### config.mk
export PLATFORM = sky130hd
export DESIGN_NAME = rmb_core
export DESIGN_NICKNAME = d
export VERILOG_FILES = /design/src/inc/rmb_pkg.sv /design/src/core/rmb_core.sv
export VERILOG_INCLUDE_DIRS = /design/src /design/src/inc
export SDC_FILE = /design/constraint.sdc
export NUM_CORES = 1
export LEC_CHECK = 0
export ABC_AREA = 1
export BUFFER_PORTS_ARGS = -buffer_cell sky130_fd_sc_hd__buf_4
export CORE_AREA = 2 2 160 162
export DETAILED_ROUTE_END_ITERATION = 10
export DIE_AREA = 0 0 162 164
export PLACE_DENSITY_LB_ADDON = 0.1
export SETUP_SLACK_MARGIN = 0.1
export SLEW_MARGIN = 20
export SYNTH_ARGS = -nofsm -noshare
export SYNTH_HDL_FRONTEND = slang
export SYNTH_SLANG_ARGS = --single-unit
### constraint.sdc
create_clock -name pclk -period 10 [get_ports pclk]
set_input_delay 1 -clock pclk [delete_from_list [all_inputs] [get_ports pclk]]
set_output_delay 1 -clock pclk [all_outputs]
set_load 0.1 [all_outputs]
### src/inc/rmb_map.svh
// Register offsets, field positions, reset values and timing counts of the receive buffer control block.
// Assumes a 100 MHz pclk and a 32-bit APB slave port with word-aligned registers.
//
// Notes on behaviour
// - Receiving mode starts only after every programmed bit check passed.
// - Entering receiving mode sets the host clock enable bit to one.
// - Entering receiving mode interrupts only when transparent and pattern mode are zero.
// - Transparent mode with chip select idle drives raw stream on serial out pin.
// - Without transparent mode, Manchester or bi-phase data is buffered; readable anytime.
// - Receiving accepts only T and 2T spacings; T uses the bit check limits.
// - 2T limits are sum minus or plus half the difference, in clock periods.
// - Fractional 2T limits round up to the next integer.
// - After start bit, bytes are stored one at a time; start bit included.
// - More than sixteen unread bytes overwrite bytes already stored.
// - Byte counter increments per received byte, decrements per byte read.
// - Interrupt when the incrementing counter reaches the programmed threshold.
// - Outside transparent mode, a bit error interrupts and returns to start-up.
// - Bit error: spacing outside T or 2T windows, or missing mid-bit edge.
// - The byte holding a bit error is discarded.
// - Writing control registers 1, 4, 5, 6 or 7 while receiving resets buffer and counter.
// - After such a write, receive mode still selected restarts at start-up.
// - Rising edge decodes one, falling zero; transparent output follows carrier level.
// - T window is lower limit clocks up to upper limit minus one clocks.
// - The edge counter runs on the extended data clock period.
`ifndef RMB_MAP_SVH
`define RMB_MAP_SVH

`define RMB_ADDR_CTRL1     8'h00
`define RMB_ADDR_CTRL3     8'h04
`define RMB_ADDR_CTRL4     8'h08
`define RMB_ADDR_CTRL5     8'h0C
`define RMB_ADDR_CTRL6     8'h10
`define RMB_ADDR_CTRL7     8'h14
`define RMB_ADDR_STATUS    8'h18
`define RMB_ADDR_DATA      8'h1C
`define RMB_ADDR_WINDOW    8'h20

`define RMB_CTRL1_RESET    8'h00
`define RMB_CTRL3_RESET    8'h00
`define RMB_CTRL4_RESET    8'h00
`define RMB_CTRL5_RESET    8'h0D
`define RMB_CTRL6_RESET    8'h26
`define RMB_CTRL7_RESET    8'h00

`define RMB_OP_SEL_LSB     0
`define RMB_T_MODE_BIT     3
`define RMB_P_MODE_BIT     4
`define RMB_IRQ_LVL_LSB    5
`define RMB_LIM_LSB        0
`define RMB_BITCHK_LSB     6
`define RMB_STAT_CNT_LSB   4

`define RMB_OP_RX          3'h3
`define RMB_BUF_DEPTH      16
`define RMB_XDCLK_NS       1000
`define RMB_CLK_NS         10
`define RMB_XDCLK_CYCLES   (`RMB_XDCLK_NS / `RMB_CLK_NS)
`define RMB_STARTUP_TICKS  8'h10

`endif

### src/inc/rmb_pkg.sv
// Types shared by the receive buffer control block.
// Assumes rmb_map.svh provides the numeric constants.
package rmb_pkg;

   typedef enum logic [2:0] {
      RMB_IDLE,
      RMB_STARTUP,
      RMB_BITCHECK,
      RMB_HUNT,
      RMB_DATA
   } rmb_state_type;

   typedef struct packed {
      logic [1:0] irq_level;
      logic       pattern_mode;
      logic       transparent_mode;
      logic [2:0] op_sel;
   } rmb_ctrl1_type;

   typedef struct packed {
      logic [7:0] lower;
      logic [7:0] upper;
   } rmb_window_type;

endpackage : rmb_pkg

### src/core/rmb_core.sv
// Receive-mode bit check, Manchester edge-window decoding and 16-byte receive buffer with APB registers.
// Assumes demod_out and spi_cs_n are synchronous to pclk; one clock domain, APB slave answers without wait.
// Assumes the host drains the buffer in time; an overrun drops the oldest byte without notice.
//
// The implementer's own choices: register access over APB and the placing of the registers.
`include "rmb_map.svh"
`timescale 1ns/1ps
`default_nettype none

module rmb_core (
   input  wire logic        pclk,
   input  wire logic        presetn,
   input  wire logic        psel,
   input  wire logic        penable,
   input  wire logic        pwrite,
   input  wire logic [7:0]  paddr,
   input  wire logic [31:0] pwdata,
   output var  logic [31:0] prdata,
   output logic             pready,
   output logic             pslverr,
   input  wire logic        demod_out,
   input  wire logic        spi_cs_n,
   output var  logic        serial_out_transparent_pin,
   output var  logic        serial_out_transparent_oe,
   output var  logic        host_clk_en,
   output var  logic        irq
);

   localparam int DIV = `RMB_XDCLK_CYCLES;

   function automatic logic is_mapped(input logic [7:0] a);
      is_mapped = (a == `RMB_ADDR_CTRL1) || (a == `RMB_ADDR_CTRL3) || (a == `RMB_ADDR_CTRL4) ||
                  (a == `RMB_ADDR_CTRL5) || (a == `RMB_ADDR_CTRL6) || (a == `RMB_ADDR_CTRL7) ||
                  (a == `RMB_ADDR_STATUS) || (a == `RMB_ADDR_DATA) || (a == `RMB_ADDR_WINDOW);
   endfunction : is_mapped

   function automatic logic is_cfg(input logic [7:0] a);
      is_cfg = (a == `RMB_ADDR_CTRL1) || (a == `RMB_ADDR_CTRL4) || (a == `RMB_ADDR_CTRL5) ||
               (a == `RMB_ADDR_CTRL6) || (a == `RMB_ADDR_CTRL7);
   endfunction : is_cfg

   // Half-open window shared by the bit check and the receive decoder
   function automatic logic in_window(input logic [7:0] cnt, input logic [7:0] lo, input logic [7:0] hi);
      in_window = (cnt >= lo) && (cnt < hi);
   endfunction : in_window

   rmb_pkg::rmb_ctrl1_type  ctrl1_reg;
   logic                    ctrl3_reg;
   logic [7:0]              ctrl4_reg;
   logic [7:0]              ctrl5_reg;
   logic [7:0]              ctrl6_reg;
   logic [7:0]              ctrl7_reg;
   rmb_pkg::rmb_state_type  state_reg;
   logic [7:0]              div_reg;
   logic                    tick;
   logic [7:0]              edge_counter_value;
   logic [7:0]              wait_reg;
   logic                    demod_reg;
   logic                    edge_seen;
   logic                    armed_reg;
   logic [4:0]              checks_reg;
   logic [4:0]              checks_need;
   logic                    mid_reg;
   logic [7:0]              shift_reg;
   logic [2:0]              bits_reg;
   logic [7:0]              mem [0:`RMB_BUF_DEPTH-1];
   logic [3:0]              wr_ptr_reg;
   logic [3:0]              rd_ptr_reg;
   logic [4:0]              fill_reg;
   logic [4:0]              threshold;
   logic [5:0]              lim_min;
   logic [5:0]              lim_max;
   logic [7:0]              span;
   logic [7:0]              sum;
   rmb_pkg::rmb_window_type double_win;
   logic [7:0]              double_window_lower;
   logic [7:0]              double_window_upper;
   logic                    acc;
   logic                    wr_acc;
   logic                    rd_pop;
   logic                    cfg_wr;
   logic                    receiving;
   logic                    rx_next_sel;
   logic                    t_ok;
   logic                    t2_ok;
   logic                    bad_spacing;
   logic                    timeout;
   logic                    bit_valid;
   logic                    bit_val;
   logic                    bit_err;
   logic                    byte_done;
   logic                    enter_rx;
   logic                    pop_ok_reg;
   logic                    pass_through;

   assign lim_min = ctrl5_reg[`RMB_LIM_LSB +: 6];
   assign lim_max = ctrl6_reg[`RMB_LIM_LSB +: 6];
   // ASK and FSK decode alike, so control 4 is storage only

   // Difference clamped at zero so a lower limit above the upper one cannot wrap
   assign span = (lim_max > lim_min) ? {2'h0, lim_max - lim_min} : 8'h00;
   assign sum  = {2'h0, lim_min} + {2'h0, lim_max};
   assign double_window_lower = sum - {1'h0, span[7:1]};
   assign double_window_upper = sum + {1'h0, span[7:1]} + {7'h00, span[0]};
   assign double_win = '{lower: double_window_lower, upper: double_window_upper};

   // Extended data clock tick
   always_ff @(posedge pclk or negedge presetn) begin
      if (!presetn) begin
         div_reg <= 8'h00;
      end else if (div_reg == 8'(DIV - 1)) begin
         div_reg <= 8'h00;
      end else begin
         div_reg <= div_reg + 8'h01;
      end
   end
   assign tick = (div_reg == 8'(DIV - 1));

   // APB handshake: zero wait states
   assign acc     = psel && penable;
   assign pready  = 1'b1;
   assign pslverr = acc && !is_mapped(paddr);
   assign wr_acc  = acc && pwrite && is_mapped(paddr);
   assign rd_pop  = acc && !pwrite && (paddr == `RMB_ADDR_DATA) && (fill_reg != 5'h00) && pop_ok_reg;
   assign receiving = (state_reg == rmb_pkg::RMB_HUNT) || (state_reg == rmb_pkg::RMB_DATA);
   assign cfg_wr    = wr_acc && is_cfg(paddr) && receiving;
   assign rx_next_sel = (paddr == `RMB_ADDR_CTRL1) ?
                        (pwdata[`RMB_OP_SEL_LSB +: 3] == `RMB_OP_RX) : (ctrl1_reg.op_sel == `RMB_OP_RX);

   // Writes to read-only or unmapped offsets are dropped here
   always_ff @(posedge pclk or negedge presetn) begin
      if (!presetn) begin
         ctrl1_reg <= rmb_pkg::rmb_ctrl1_type'(7'(`RMB_CTRL1_RESET));
         ctrl4_reg <= `RMB_CTRL4_RESET;
         ctrl5_reg <= `RMB_CTRL5_RESET;
         ctrl6_reg <= `RMB_CTRL6_RESET;
         ctrl7_reg <= `RMB_CTRL7_RESET;
      end else if (wr_acc) begin
         case (paddr)
            `RMB_ADDR_CTRL1: ctrl1_reg <= rmb_pkg::rmb_ctrl1_type'(pwdata[6:0]);
            `RMB_ADDR_CTRL4: ctrl4_reg <= pwdata[7:0];
            `RMB_ADDR_CTRL5: ctrl5_reg <= pwdata[7:0];
            `RMB_ADDR_CTRL6: ctrl6_reg <= pwdata[7:0];
            `RMB_ADDR_CTRL7: ctrl7_reg <= pwdata[7:0];
            default: ;
         endcase
      end
   end

   // Host clock enable: hardware set on receive entry wins over a software clear
   always_ff @(posedge pclk or negedge presetn) begin
      if (!presetn) begin
         ctrl3_reg <= 1'(`RMB_CTRL3_RESET);
      end else if (enter_rx) begin
         ctrl3_reg <= 1'b1;
      end else if (wr_acc && (paddr == `RMB_ADDR_CTRL3)) begin
         ctrl3_reg <= pwdata[0];
      end
   end
   assign host_clk_en = ctrl3_reg;

   // Read data captured in the setup cycle so it comes from a flop
   always_ff @(posedge pclk or negedge presetn) begin
      if (!presetn) begin
         prdata <= 32'h0000_0000;
      end else if (psel && !penable && !pwrite) begin
         case (paddr)
            `RMB_ADDR_CTRL1:  prdata <= {25'h0, ctrl1_reg};
            `RMB_ADDR_CTRL3:  prdata <= {31'h0, ctrl3_reg};
            `RMB_ADDR_CTRL4:  prdata <= {24'h0, ctrl4_reg};
            `RMB_ADDR_CTRL5:  prdata <= {24'h0, ctrl5_reg};
            `RMB_ADDR_CTRL6:  prdata <= {24'h0, ctrl6_reg};
            `RMB_ADDR_CTRL7:  prdata <= {24'h0, ctrl7_reg};
            `RMB_ADDR_STATUS: prdata <= {23'h0, fill_reg, 1'b0, state_reg};
            `RMB_ADDR_DATA:   prdata <= (fill_reg != 5'h00) ? {24'h0, mem[rd_ptr_reg]} : 32'h0;
            `RMB_ADDR_WINDOW: prdata <= {16'h0, double_win};
            default:          prdata <= 32'h0000_0000;
         endcase
      end
   end

   // Pop only a byte that the setup cycle returned; a byte landing between
   // setup and access would otherwise be counted out without being read
   always_ff @(posedge pclk or negedge presetn) begin
      if (!presetn) begin
         pop_ok_reg <= 1'b0;
      end else if (psel && !penable) begin
         pop_ok_reg <= !pwrite && (paddr == `RMB_ADDR_DATA) && (fill_reg != 5'h00);
      end
   end

   // Edge detection and edge-to-edge counter
   assign edge_seen = (demod_out != demod_reg);
   always_ff @(posedge pclk or negedge presetn) begin
      if (!presetn) begin
         demod_reg <= 1'b0;
      end else begin
         demod_reg <= demod_out;
      end
   end

   // Restarts on receive entry too, so silence before entry is not taken as a timeout
   always_ff @(posedge pclk or negedge presetn) begin
      if (!presetn) begin
         edge_counter_value <= 8'h00;
      end else if (edge_seen || state_reg == rmb_pkg::RMB_STARTUP || state_reg == rmb_pkg::RMB_IDLE || enter_rx) begin
         edge_counter_value <= 8'h00;
      end else if (tick && edge_counter_value != 8'hFF) begin
         edge_counter_value <= edge_counter_value + 8'h01;
      end
   end

   // Window checks made at an edge against the count since the previous one
   // Upper bounds are exclusive, matching the value-minus-one upper times
   assign t_ok  = in_window(edge_counter_value, {2'h0, lim_min}, {2'h0, lim_max});
   assign t2_ok = in_window(edge_counter_value, double_window_lower, double_window_upper);
   assign bad_spacing = edge_seen && !t_ok && !t2_ok;
   assign timeout     = (edge_counter_value >= double_window_upper);

   // Mid-bit edge direction gives the bit: rising is one, falling is zero
   assign bit_val = demod_out;
   assign bit_valid = edge_seen && ((state_reg == rmb_pkg::RMB_HUNT && t2_ok) ||
                      (state_reg == rmb_pkg::RMB_DATA && ((mid_reg && t2_ok) || (!mid_reg && t_ok))));
   // A 2T gap from a bit boundary means no edge came in the bit centre
   assign bit_err = receiving && (bad_spacing || (!edge_seen && timeout) ||
                    (state_reg == rmb_pkg::RMB_DATA && edge_seen && !mid_reg && t2_ok && !t_ok));
   assign byte_done = bit_valid && (bits_reg == 3'h7);

   assign checks_need = {ctrl5_reg[`RMB_BITCHK_LSB +: 2], 1'b0} +
                        {1'b0, ctrl5_reg[`RMB_BITCHK_LSB +: 2], 2'h0};
   assign enter_rx = (state_reg == rmb_pkg::RMB_BITCHECK) && !cfg_wr &&
                     (checks_reg >= checks_need) && (ctrl1_reg.op_sel == `RMB_OP_RX);

   // Sequencer
   always_ff @(posedge pclk or negedge presetn) begin
      if (!presetn) begin
         state_reg  <= rmb_pkg::RMB_IDLE;
         wait_reg   <= 8'h00;
         armed_reg  <= 1'b0;
         checks_reg <= 5'h00;
         mid_reg    <= 1'b0;
      end else if (cfg_wr) begin
         state_reg  <= rx_next_sel ? rmb_pkg::RMB_STARTUP : rmb_pkg::RMB_IDLE;
         wait_reg   <= 8'h00;
      end else if (ctrl1_reg.op_sel != `RMB_OP_RX) begin
         state_reg  <= rmb_pkg::RMB_IDLE;
      end else begin
         case (state_reg)
            rmb_pkg::RMB_IDLE: begin
               state_reg <= rmb_pkg::RMB_STARTUP;
               wait_reg  <= 8'h00;
            end
            rmb_pkg::RMB_STARTUP: begin
               if (wait_reg >= `RMB_STARTUP_TICKS) begin
                  state_reg  <= rmb_pkg::RMB_BITCHECK;
                  armed_reg  <= 1'b0;
                  checks_reg <= 5'h00;
               end else if (tick) begin
                  wait_reg <= wait_reg + 8'h01;
               end
            end
            rmb_pkg::RMB_BITCHECK: begin
               if (enter_rx) begin
                  state_reg <= rmb_pkg::RMB_HUNT;
               end else if (edge_seen) begin
                  armed_reg <= 1'b1;
                  // First edge only starts the measurement
                  if (armed_reg && t_ok) begin
                     checks_reg <= checks_reg + 5'h01;
                  end else if (armed_reg) begin
                     state_reg <= rmb_pkg::RMB_STARTUP;
                     wait_reg  <= 8'h00;
                  end
               end else if (armed_reg && edge_counter_value >= {2'h0, lim_max}) begin
                  state_reg <= rmb_pkg::RMB_STARTUP;
                  wait_reg  <= 8'h00;
               end
            end
            rmb_pkg::RMB_HUNT, rmb_pkg::RMB_DATA: begin
               if (ctrl1_reg.transparent_mode) begin
                  state_reg <= rmb_pkg::RMB_HUNT;
               end else if (bit_err) begin
                  state_reg <= rmb_pkg::RMB_STARTUP;
                  wait_reg  <= 8'h00;
               end else if (edge_seen) begin
                  if (state_reg == rmb_pkg::RMB_HUNT) begin
                     // Preburst is all T gaps; the first 2T gap ends in the start bit centre
                     if (t2_ok) begin
                        state_reg <= rmb_pkg::RMB_DATA;
                        mid_reg   <= 1'b1;
                     end
                  end else begin
                     mid_reg <= t2_ok ? 1'b1 : !mid_reg;
                  end
               end
            end
            default: state_reg <= rmb_pkg::RMB_IDLE;
         endcase
      end
   end

   // Bit packing, start bit first, oldest bit ends in the MSB
   always_ff @(posedge pclk or negedge presetn) begin
      if (!presetn) begin
         shift_reg <= 8'h00;
         bits_reg  <= 3'h0;
      end else if (cfg_wr || bit_err || !receiving || ctrl1_reg.transparent_mode) begin
         shift_reg <= 8'h00;
         bits_reg  <= 3'h0;
      end else if (bit_valid) begin
         shift_reg <= {shift_reg[6:0], bit_val};
         bits_reg  <= bits_reg + 3'h1;
      end
   end

   // Receive buffer: a full buffer keeps taking bytes and drops the oldest
   always_ff @(posedge pclk) begin
      if (byte_done && !bit_err && !cfg_wr) begin
         mem[wr_ptr_reg] <= {shift_reg[6:0], bit_val};
      end
   end

   // Pointers and fill count; a configuration write in receive empties the buffer
   always_ff @(posedge pclk or negedge presetn) begin
      if (!presetn) begin
         wr_ptr_reg <= 4'h0;
         rd_ptr_reg <= 4'h0;
         fill_reg   <= 5'h00;
      end else if (cfg_wr) begin
         wr_ptr_reg <= 4'h0;
         rd_ptr_reg <= 4'h0;
         fill_reg   <= 5'h00;
      end else begin
         if (byte_done && !bit_err) begin
            wr_ptr_reg <= wr_ptr_reg + 4'h1;
         end
         if (byte_done && !bit_err && fill_reg == 5'(`RMB_BUF_DEPTH) && !rd_pop) begin
            rd_ptr_reg <= rd_ptr_reg + 4'h1;
         end else if (rd_pop) begin
            rd_ptr_reg <= rd_ptr_reg + 4'h1;
         end
         if (byte_done && !bit_err && !rd_pop && fill_reg != 5'(`RMB_BUF_DEPTH)) begin
            fill_reg <= fill_reg + 5'h01;
         end else if (rd_pop && !(byte_done && !bit_err)) begin
            fill_reg <= fill_reg - 5'h01;
         end
      end
   end

   // Threshold 4, 8, 12 or 16 bytes from the two level bits
   assign threshold = {ctrl1_reg.irq_level, 2'h0} + 5'h04;

   // One pulse per event; events on adjacent cycles merge into a two-cycle pulse
   always_ff @(posedge pclk or negedge presetn) begin
      if (!presetn) begin
         irq <= 1'b0;
      end else begin
         irq <= (enter_rx && !ctrl1_reg.transparent_mode && !ctrl1_reg.pattern_mode) ||
                (byte_done && !bit_err && !cfg_wr && !rd_pop && fill_reg + 5'h01 == threshold) ||
                (bit_err && !cfg_wr && !ctrl1_reg.transparent_mode);
      end
   end

   // Transparent output only while the serial interface is idle
   // Chip select low hands the pin back to the serial interface
   assign pass_through = receiving && ctrl1_reg.transparent_mode && spi_cs_n;
   always_ff @(posedge pclk or negedge presetn) begin
      if (!presetn) begin
         serial_out_transparent_pin <= 1'b0;
         serial_out_transparent_oe  <= 1'b0;
      end else begin
         serial_out_transparent_oe  <= pass_through;
         serial_out_transparent_pin <= pass_through && demod_out;
      end
   end

endmodule : rmb_core

`default_nettype wire

# --- After elaboration in Yosys (flattened, before gate mapping) ---
# Memories as Yosys holds them, arrays and structs flattened.
# Cells that the tools add are included.
op_classes:
  add_sub_neg: 16
  order_cmp: 9
  n_eq_ne: 43
  n_mux: 62
  n_bitwise: 4
  reduce_logical: 114
ops:
  columns: ["op", "count"]
  rows:
  - ["16-bit one-hot mux with 9 select lines", 1]
  - ["8-bit two-way mux", 15]
  - ["1-bit logical AND", 53]
  - ["3-bit two-way mux", 15]
  - ["5-bit two-way mux", 7]
  - ["8-bit by 5-bit == test with 1-bit output, second input constant", 4]
  - ["8-bit one-hot mux with 4 select lines", 1]
  - ["1-bit logical OR", 25]
  - ["8-bit by 1-bit adder with 8-bit output, second input constant", 3]
  - ["6-bit != test, second input constant", 4]
  - ["7-bit AND reduction", 3]
  - ["4-bit two-way mux", 5]
  - ["8-bit by 4-bit == test with 1-bit output, second input constant", 2]
  - ["8-bit by 6-bit greater-or-equal comparator with 1-bit output", 2]
  - ["8-bit greater-or-equal comparator", 2]
  - ["3-bit != test, second input constant", 5]
  - ["1-bit logical NOT", 14]
  - ["7-bit two-way mux", 2]
  - ["3-bit by 2-bit == test with 1-bit output, second input constant", 4]
  - ["1-bit two-way mux", 12]
  - ["3-bit one-hot mux with 4 select lines", 1]
  - ["5-bit by 1-bit adder with 5-bit output, second input constant", 2]
  - ["5-bit one-hot mux with 2 select lines", 1]
  - ["10-bit AND reduction", 1]
  - ["44 further kinds", 64]
word_totals:
  regBits: 134
  ramBits: 128
  input_bits: 47
  wordCells: 276
  mem_count: 1
mem_list:
  columns: ["name", "words", "width", "rd", "rd_clocked_by_memory_dff", "write_ports", "line_no", "rtl"]
  rows:
  - ["mem", 16, 8, 1, 0, 1, "rmb_core.sv:66", "logic [7:0] mem [0:`RMB_BUF_DEPTH-1];"]

# --- Longest topological paths before layout ---
# Gate-level depths: netlist of the first run.
logic_depth:
  word_depth: 20
  depth_mapped: 40
  mapped_depth_nobuf: 40

# --- Worst setup path after synthesis of the first run ---
# Ideal clock, no wire load.
synth_timing:
  path_type: "register -> register"
  startpoint: "reg ctrl5_reg[2]"
  endpoint: "mem mem[15][0], enable pin"
  setup_ps: 383
  arrival_ps: 5073
  path_slack_ps: 4543
  stages_incl_launch_ff: 32
  n_path_buf: 0
  path_cell_list: "dfstp_2 inv_1 ha_1 nand2_1 o21ai_0 inv_1 nor2_1 nor2_1 o21bai_1 nand2_1 inv_1 nand2_1 fa_1 fa_1 inv_1 a21oi_1 o21ai_0 nand2_1 nand2_1 nand2_1 nand2_1 nand2_1 ha_1 nand2_1 nor2_1 a21oi_1 nand2_1 a21oi_1 nand3_2 inv_1 nand2_1 nor3_1"
synth_via:
  elab_chain_cells: 16
  elab_cells_between_ends: 36
  cone_classes: "add/sub: 5; order compare: 5; mux: 3; reduce/logical: 23"
synth_lines:
  columns: ["element", "line_no", "rtl"]
  rows:
  - ["start: declaration", "rmb_core.sv:50", "logic [7:0] ctrl5_reg;"]
  - ["start signal: assignment", "rmb_core.sv:135", "ctrl5_reg <= `RMB_CTRL5_RESET;"]
  - ["start signal: assignment", "rmb_core.sv:142", "`RMB_ADDR_CTRL5: ctrl5_reg <= pwdata[7:0];"]
  - ["6-bit subtractor / 6-bit greater-than comparator (equally long branches)", "rmb_core.sv:101", "assign span = (lim_max > lim_min) ? {2'h0, lim_max - lim_min} : 8'h00;"]
  - ["6-bit two-way mux", "rmb_core.sv:101", null]
  - ["7-bit by 5-bit adder with 8-bit output", "rmb_core.sv:104", "assign double_window_upper = sum + {1'h0, span[7:1]} + {7'h00, span[0]};"]
  - ["8-bit by 1-bit adder with 8-bit output", "rmb_core.sv:104", null]
  - ["8-bit less-than comparator", "rmb_core.sv:44", "in_window = (cnt >= lo) && (cnt < hi);"]
  - ["1-bit logical AND", "rmb_core.sv:44", null]
  - ["1-bit logical AND / 1-bit logical NOT (equally long branches)", "rmb_core.sv:223, rmb_core.sv:217", null]
  - ["1-bit logical OR / 1-bit logical AND (equally long branches)", "rmb_core.sv:223, rmb_core.sv:217", null]
  - ["1-bit logical AND / 1-bit logical OR (equally long branches)", "rmb_core.sv:223, rmb_core.sv:225", null]
  - ["1-bit logical OR, on equally long branches", "rmb_core.sv:222, rmb_core.sv:225", null]
  - ["1-bit logical AND, on equally long branches", "rmb_core.sv:222, rmb_core.sv:225", null]
  - ["1-bit logical AND / 1-bit logical NOT (equally long branches)", "rmb_core.sv:227, rmb_core.sv:318", null]
  - ["1-bit logical AND * (2 in series)", "rmb_core.sv:318", "if (byte_done && !bit_err && !cfg_wr) begin"]
  - ["1-bit two-way mux *", "rmb_core.sv:318", null]
  - ["1-bit two-way mux (implied by the code) *", "rmb_core.sv:319", "mem[wr_ptr_reg] <= {shift_reg[6:0], bit_val};"]
  - ["end: declaration", "rmb_core.sv:66", null]
# Every way passes the cells marked *; elsewhere a longest branch is shown, timed or not.

# --- Worst setup path after layout of the first run ---
layout_timing:
  startpoint: "reg ctrl5_reg[2]"
  endpoint: "mem mem[6][6], enable pin"
# Same word-level chain as after synthesis.

==> flow_metrics.py, run 1 <==
metrics = {
    "sta": {
        "whs_ps": 456,
        "final_hold_viol_count": 0,
        "rsz0062_at_grt": "no",
        "period_needed_ps": 7180,
        "fin_crit_sh_pct": 71.8,
        "tightest_slew_ps": 976,
        "setup_viol": 0,
        "max_clock_freq_mhz": 139,
        "fin_skew_ps": 13.1,
        "maxSlewHeadroom_pct": 35.0,
        "drv_slew": 0,
        "setup_tns_ps": 0,
        "layout_setup_ws_ps": 2820,
    },
    "worst_setup_path": {
        "cpMostUsedCell": "nand2_1",
        "critPathKind": "flip-flop to flip-flop",
        "cp.arrival_ps": 7340,
        "r2r_cells": 31,
        "required_ps": 10160,
        "cp_max_fo": 11,
        "endpoint_kind": "flip-flop",
        "critPathSlowestCell": "a21oi_1",
        "critPathMaxStageDelay_ps": 770,
        "cp-start-kind": "flip-flop",
    },
    "place": {
        "gp_routability_congestion": 0.921,
        "dpl.hpwl_microns": 22800,
        "dp.cells": 1840,
        "port_buffers": 43,
        "placedInstanceArea_sq_um": 14000,
        "pre_cts_slack_ps": 2870,
    },
    "die": {
        "die_h_microns": 164,
        "die_w_microns": 162,
        "fp-row-count": 58,
        "num_io_pins": 85,
        "start_util_pct": 54.4,
        "coreArea_sq_um": 24800,
        "die-area_sq_um": 26600,
    },
    "layout": {
        "final_cells": 1892,
        "layout.nets": 1664,
        "antenna_cells": 0,
        "fin_util_pct": 60.1,
        "final_common_cell": "nand2_1",
        "areaGrowthSynthToFinish_pct": 10.5,
        "fin_area_sq_um": 14900,
        "reg_top3": "mem x128, prdata x16",
        "largest_reg_flops": 128,
        "final_cell_mix": "nand2_1 (340), inv_1 (174), nor2_1 (152), edfxtp_1 (128), dfrtp_1 (110)",
        "top_register": "mem",
        "drive_above_1_share_pct": 9.60,
    },
    "clock_tree": {
        "clock-sinks": 246,
        "clockBufferDepth": 3,
        "cts_tree": "done",
        "ctsResizeCount": 0,
        "cts_root_buf": "clkbuf_16",
        "post_cts_buffers": 0,
        "clock_latency_ps": 540,
        "postCtsHoldBufs": 0,
        "h-tree-depth": 1,
        "cts_buffers": 28,
        "clk_pin_slew_worst_paths_ps": 60,
    },
    "logic_synthesis": {
        "synth_area_per_cell_sq_um": 9.01,
        "synth_top_family_by_area": "simple AND/OR/NAND/NOR gates",
        "synth-simple-area-share_pct": 20.9,
        "synth_seq_cells": 246,
        "synth-adder-area-share_pct": 7.42,
        "syn_area_sq_um": 13500,
        "synth_compound_area_share_pct": 10.4,
        "yosys_warnings": 0,
        "synth_edf_count": 128,
        "ys_seq_area_share_pct": 50.4,
        "async_reset_ff_share_pct": 48.0,
        "synth_cell_types": 62,
        "netlist_instances": 1498,
        "ys.flop_type": "edfxtp_1",
        "synth_mux_area_share_pct": 1.48,
        "synth_xor_area_share_pct": 1.70,
    },
    "routing": {
        "num_vias": 10300,
        "post_drt_wl_per_cell_microns": 17.1,
        "drt-initial-drc-count": 876,
        "drtAntennaViolNets": 0,
        "route.detailed.drc": 0,
        "wl_microns": 32300,
        "viasPerCell": 5.43,
        "drt_first_pass_iters": 5,
    },
    "hold_path": {
        "hold_class": "input port to asynchronous set/reset pin",
    },
    "power": {
        "power_density_nw_per_um2": 142,
        "total_power_mw": 2.12,
        "peakVddDrop_uv": 130,
        "power.leakage_nw": 7.27,
    },
    "flow_run": {
        "timing.max_cap.violations": 0,
    },
    "global_route": {
        "overflow": 0,
        "antenna_found_initial": 0,
        "first_global_vias": 9864,
        "grt_first_pass_wirelength_microns": 52300,
        "grt_start_max_net_pins": 79,
        "grt_usage_pct": 25.0,
    },
    "outcome": {
        "status": "finished clean",
    },
}
## cells in the mapped netlist (all sizes together) (2+ instances only)
| cell | instances | area share [%] |
|---|---|---|
| nor4 | 3 | 0.14 |
| dfstp | 6 | 1.2 |
| xnor2 | 5 | 0.46 |
| dfrtp | 112 | 21 |
| nand2 | 345 | 9.8 |
| xor2 | 19 | 1.2 |
| o2111ai | 2 | 0.18 |
| nand4 | 18 | 0.95 |
| edfxtp | 128 | 28 |
| nor2 | 162 | 4.9 |
| nand3 | 91 | 3.6 |
| a21boi | 2 | 0.11 |
| o221ai | 21 | 1.4 |
| ha | 72 | 6.7 |
| inv | 187 | 5.2 |
| nor3b | 2 | 0.11 |
| conb | 2 | 0.056 |
| buf | 38 | 1.9 |
| o22ai | 10 | 0.46 |
| o31ai | 3 | 0.17 |
| o21bai | 4 | 0.25 |
| a21oi | 38 | 1.5 |
| fa | 5 | 0.74 |
| clkbuf | 16 | 0.44 |
| o32ai | 5 | 0.32 |
| mux2i | 20 | 1.5 |
| o21ai | 130 | 4.8 |
| o21a | 2 | 0.11 |
| nor3 | 22 | 1.0 |
| or2 | 6 | 0.30 |
| o211ai | 14 | 0.78 |
## critical path: cells and delay by family, from the launching register on
family,cells,cell delay [ps]
flip-flops,1,550
AO/OA/AOI/OAI,6,1710
buffers and inverters,4,360
adder cells (fa/ha/maj),4,1600
AND/OR/NAND/NOR,17,2570
## power breakdown
part           switching [mW]  internal [mW]  leakage, nW
Sequential            0.00103           1.06         2.88
Combinational          0.0712         0.0156         3.96
Clock                   0.411          0.559        0.428
Total                   0.483           1.64         7.27
## cell type report
cell class,instances,area (sq um)
fillers,2215,9910
repair buffers,51,387
clock buffers,37,756
flip-flops and latches,246,6810
inverters,188,706
multi-input cells,1025,5720
clock inverters,15,116
well taps,330,413
## routing by layer
metal / track usage, % / up-vias / share of wire, %
met2: 41.0 / 300 / 47
met4: 8.00 / 0 / 2.9
met3: 3.36 / 50 / 6.0
li1: - / 5074 / -
met1: 34.8 / 4850 / 44
met5: 0 / - / 0
## logic make-up (layout without fill, tap and decap cells)
group / count (synthesis) / count (layout)
multiplexers: 20 / 20
other: 2 / 17
AO/OA/AOI/OAI: 236 / 236
XOR/XNOR: 24 / 24
AND/OR/NAND/NOR: 651 / 651
adder cells (fa/ha/maj): 77 / 77
flip-flops: 246 / 246
buffers and inverters: 242 / 291
## worst paths after layout
kind / end / start / slack (ps)
worst min-delay path: shift_reg[3] / presetn / 460
min in group pclk: div_reg[0] / div_reg[0] / 480
worst min register to register: div_reg[0] / div_reg[0] / 480
worst max-delay path: mem[6][6] / ctrl5_reg[2] / 2820
max in group asynchronous: ctrl7_reg[1] / presetn / 8440
worst max register to register: mem[6][6] / ctrl5_reg[2] / 2820
No activity file was read; power rests on OpenSTA's default activity.
==> inputs of run 2 (changes only) <==
- clock period: 10 -> 7.3 ns (I/O delays scaled with it)
==> run 2 against run 1 <==
  * Worst hold slack worse by 250 ps
  * Clock skew is 1.5 ps higher
  * Wire length is 1.2% higher
  * Via count is 0.30% higher
  * First-iteration DRC count is 15% lower
  * Worst setup slack worse by 2100 ps
  * Largest cell class unchanged
  * Highest routed layer unchanged
==> flow_metrics.py, run 2 (synthesis results as in run 1) <==
metrics = {
    "sta": {
        "period_needed_ps": 6590,
        "fin_skew_ps": 14.6,
        "setup_viol": 0,
        "layout_setup_ws_ps": 713,
        "max_clock_freq_mhz": 152,
        "final_hold_viol_count": 0,
        "setup_tns_ps": 0,
        "tightest_slew_ps": 848,
        "fin_crit_sh_pct": 90.2,
        "maxSlewHeadroom_pct": 43.5,
        "drv_slew": 0,
        "rsz0062_at_grt": "yes",
    },
    "die": {
        "coreArea_sq_um": 24800,
        "num_io_pins": 85,
        "start_util_pct": 54.4,
        "die-area_sq_um": 26600,
        "die_h_microns": 164,
        "die_w_microns": 162,
        "fp-row-count": 58,
    },
    "routing": {
        "viasPerCell": 5.42,
        "drt-initial-drc-count": 746,
        "wl_microns": 32700,
        "post_drt_wl_per_cell_microns": 17.2,
        "route.detailed.drc": 0,
        "num_vias": 10300,
        "drt_first_pass_iters": 5,
        "drtAntennaViolNets": 0,
    },
    "layout": {
        "reg_top3": "mem x128, prdata x16",
        "areaGrowthSynthToFinish_pct": 11.2,
        "final_cells": 1900,
        "drive_above_1_share_pct": 10.1,
        "final_cell_mix": "nand2_1 (340), inv_1 (174), nor2_1 (150), edfxtp_1 (128), dfrtp_1 (110)",
        "antenna_cells": 0,
        "largest_reg_flops": 128,
        "top_register": "mem",
        "layout.nets": 1674,
        "final_common_cell": "nand2_1",
    },
    "worst_setup_path": {
        "cp.arrival_ps": 6750,
        "cp-startpoint": "ctrl5_reg[2]",
        "r2r-end": "mem[0][2]",
        "critPathKind": "flip-flop to flip-flop",
        "cp-start-kind": "flip-flop",
        "critPathMaxStageDelay_ps": 550,
        "required_ps": 7460,
        "r2r-start": "ctrl5_reg[2]",
        "endpoint_kind": "flip-flop",
        "reg2reg_slack_ps": 710,
        "r2r_cells": 33,
        "critPathSlowestCell": "dfstp_2",
        "cpMostUsedCell": "nand2_1",
        "cp_max_fo": 11,
    },
    "power": {
        "power_density_nw_per_um2": 194,
        "total_power_mw": 2.92,
        "peakVddDrop_uv": 171,
        "power.leakage_nw": 7.33,
    },
    "clock_tree": {
        "clk_pin_slew_worst_paths_ps": 70,
        "clock_latency_ps": 530,
        "cts_tree": "done",
        "cts_buffers": 27,
        "post_cts_buffers": 0,
        "h-tree-depth": 1,
        "clockBufferDepth": 3,
        "cts_root_buf": "clkbuf_16",
        "clock-sinks": 246,
    },
    "global_route": {
        "first_global_vias": 9846,
        "antenna_found_initial": 0,
        "grt_use_met1_pct": 34.9,
        "grt_start_max_net_pins": 76,
        "grt_usage_pct": 25.2,
        "use_met3_pct": 2.98,
        "busiest_layer": "met2",
        "grt_first_pass_wirelength_microns": 52500,
        "use_met2_pct": 41.5,
        "overflow": 0,
    },
    "place": {
        "dp.cells": 1850,
        "port_buffers": 43,
        "dpl.hpwl_microns": 23400,
        "pre_cts_slack_ps": 717,
        "gp_routability_congestion": 0.894,
    },
    "hold_path": {
        "hold_class": "input port to asynchronous set/reset pin",
    },
    "flow_run": {
        "timing.max_cap.violations": 0,
    },
    "outcome": {
        "status": "finished clean",
    },
}
## run 2: cell types whose count changed in the layout (fill, tap and decap cells not counted), sizes merged
cell / before / now
buf: 51 / 62
clkinv: 13 / 9
clkbuf: 37 / 36
bufinv: 1 / 3
## run 2: how the worst max path moves through the flow
stage                       endpoint  slack [ps]
after global routing       mem[0][2]          80
after floorplan           mem[15][0]        1840
after detailed placement   mem[8][2]         720
after CTS                  mem[8][2]         700
final                      mem[0][2]         710
after global placement     mem[8][7]         790
## run 2: final cells by class
| cell class | instances | area (sq um) |
|---|---|---|
| fillers | 2189 | 9810 |
| flip-flops and latches | 246 | 6810 |
| multi-input cells | 1025 | 5730 |
| clock buffers | 36 | 719 |
| inverters | 188 | 706 |
| repair buffers | 62 | 485 |
| well taps | 330 | 413 |
| clock inverters | 13 | 145 |
## run 2: worst max-delay path: cells and delay by family, from the launching register on
family	cells	cell delay, ps
AND/OR/NAND/NOR	19	2750
buffers and inverters	5	380
adder cells (fa/ha/maj)	4	1590
flip-flops	1	550
AO/OA/AOI/OAI	5	930
## run 2: power by group
part | leakage [nW] | internal (mW) | switching, mW
clock network | 0.419 | 0.797 | 0.543
registers | 2.88 | 1.45 | 0.00133
logic | 4.03 | 0.0234 | 0.0982
total | 7.33 | 2.27 | 0.643
## run 2: repair_timing
item	4_1_cts	5_1_grt
hold buffers	0	0
endpoints found under the setup margin	0	16
gates resized for setup	0	2
## run 2: routing by layer
| layer | share of wire [%] | vias up |
|---|---|---|
| met5 | 0 | - |
| met4 | 3.3 | 0 |
| li1 | - | 5099 |
| met3 | 6.5 | 76 |
| met1 | 44 | 4807 |
| met2 | 47 | 323 |
## run 2: per-stage QoR
| step | utilization, % | hold WS, ps | instance area (sq um) |
|---|---|---|---|
| 2_1_floorplan | - | 433 | 13600 |
| 3_3_place_gp | 56.8 | 465 | 14100 |
| 3_5_place_dp | 56.8 | 462 | 14100 |
| 4_1_cts | 60.3 | 206 | 15000 |
| 5_1_grt | 60.5 | 245 | 15000 |
| 6_report | 60.5 | 203 | 15000 |
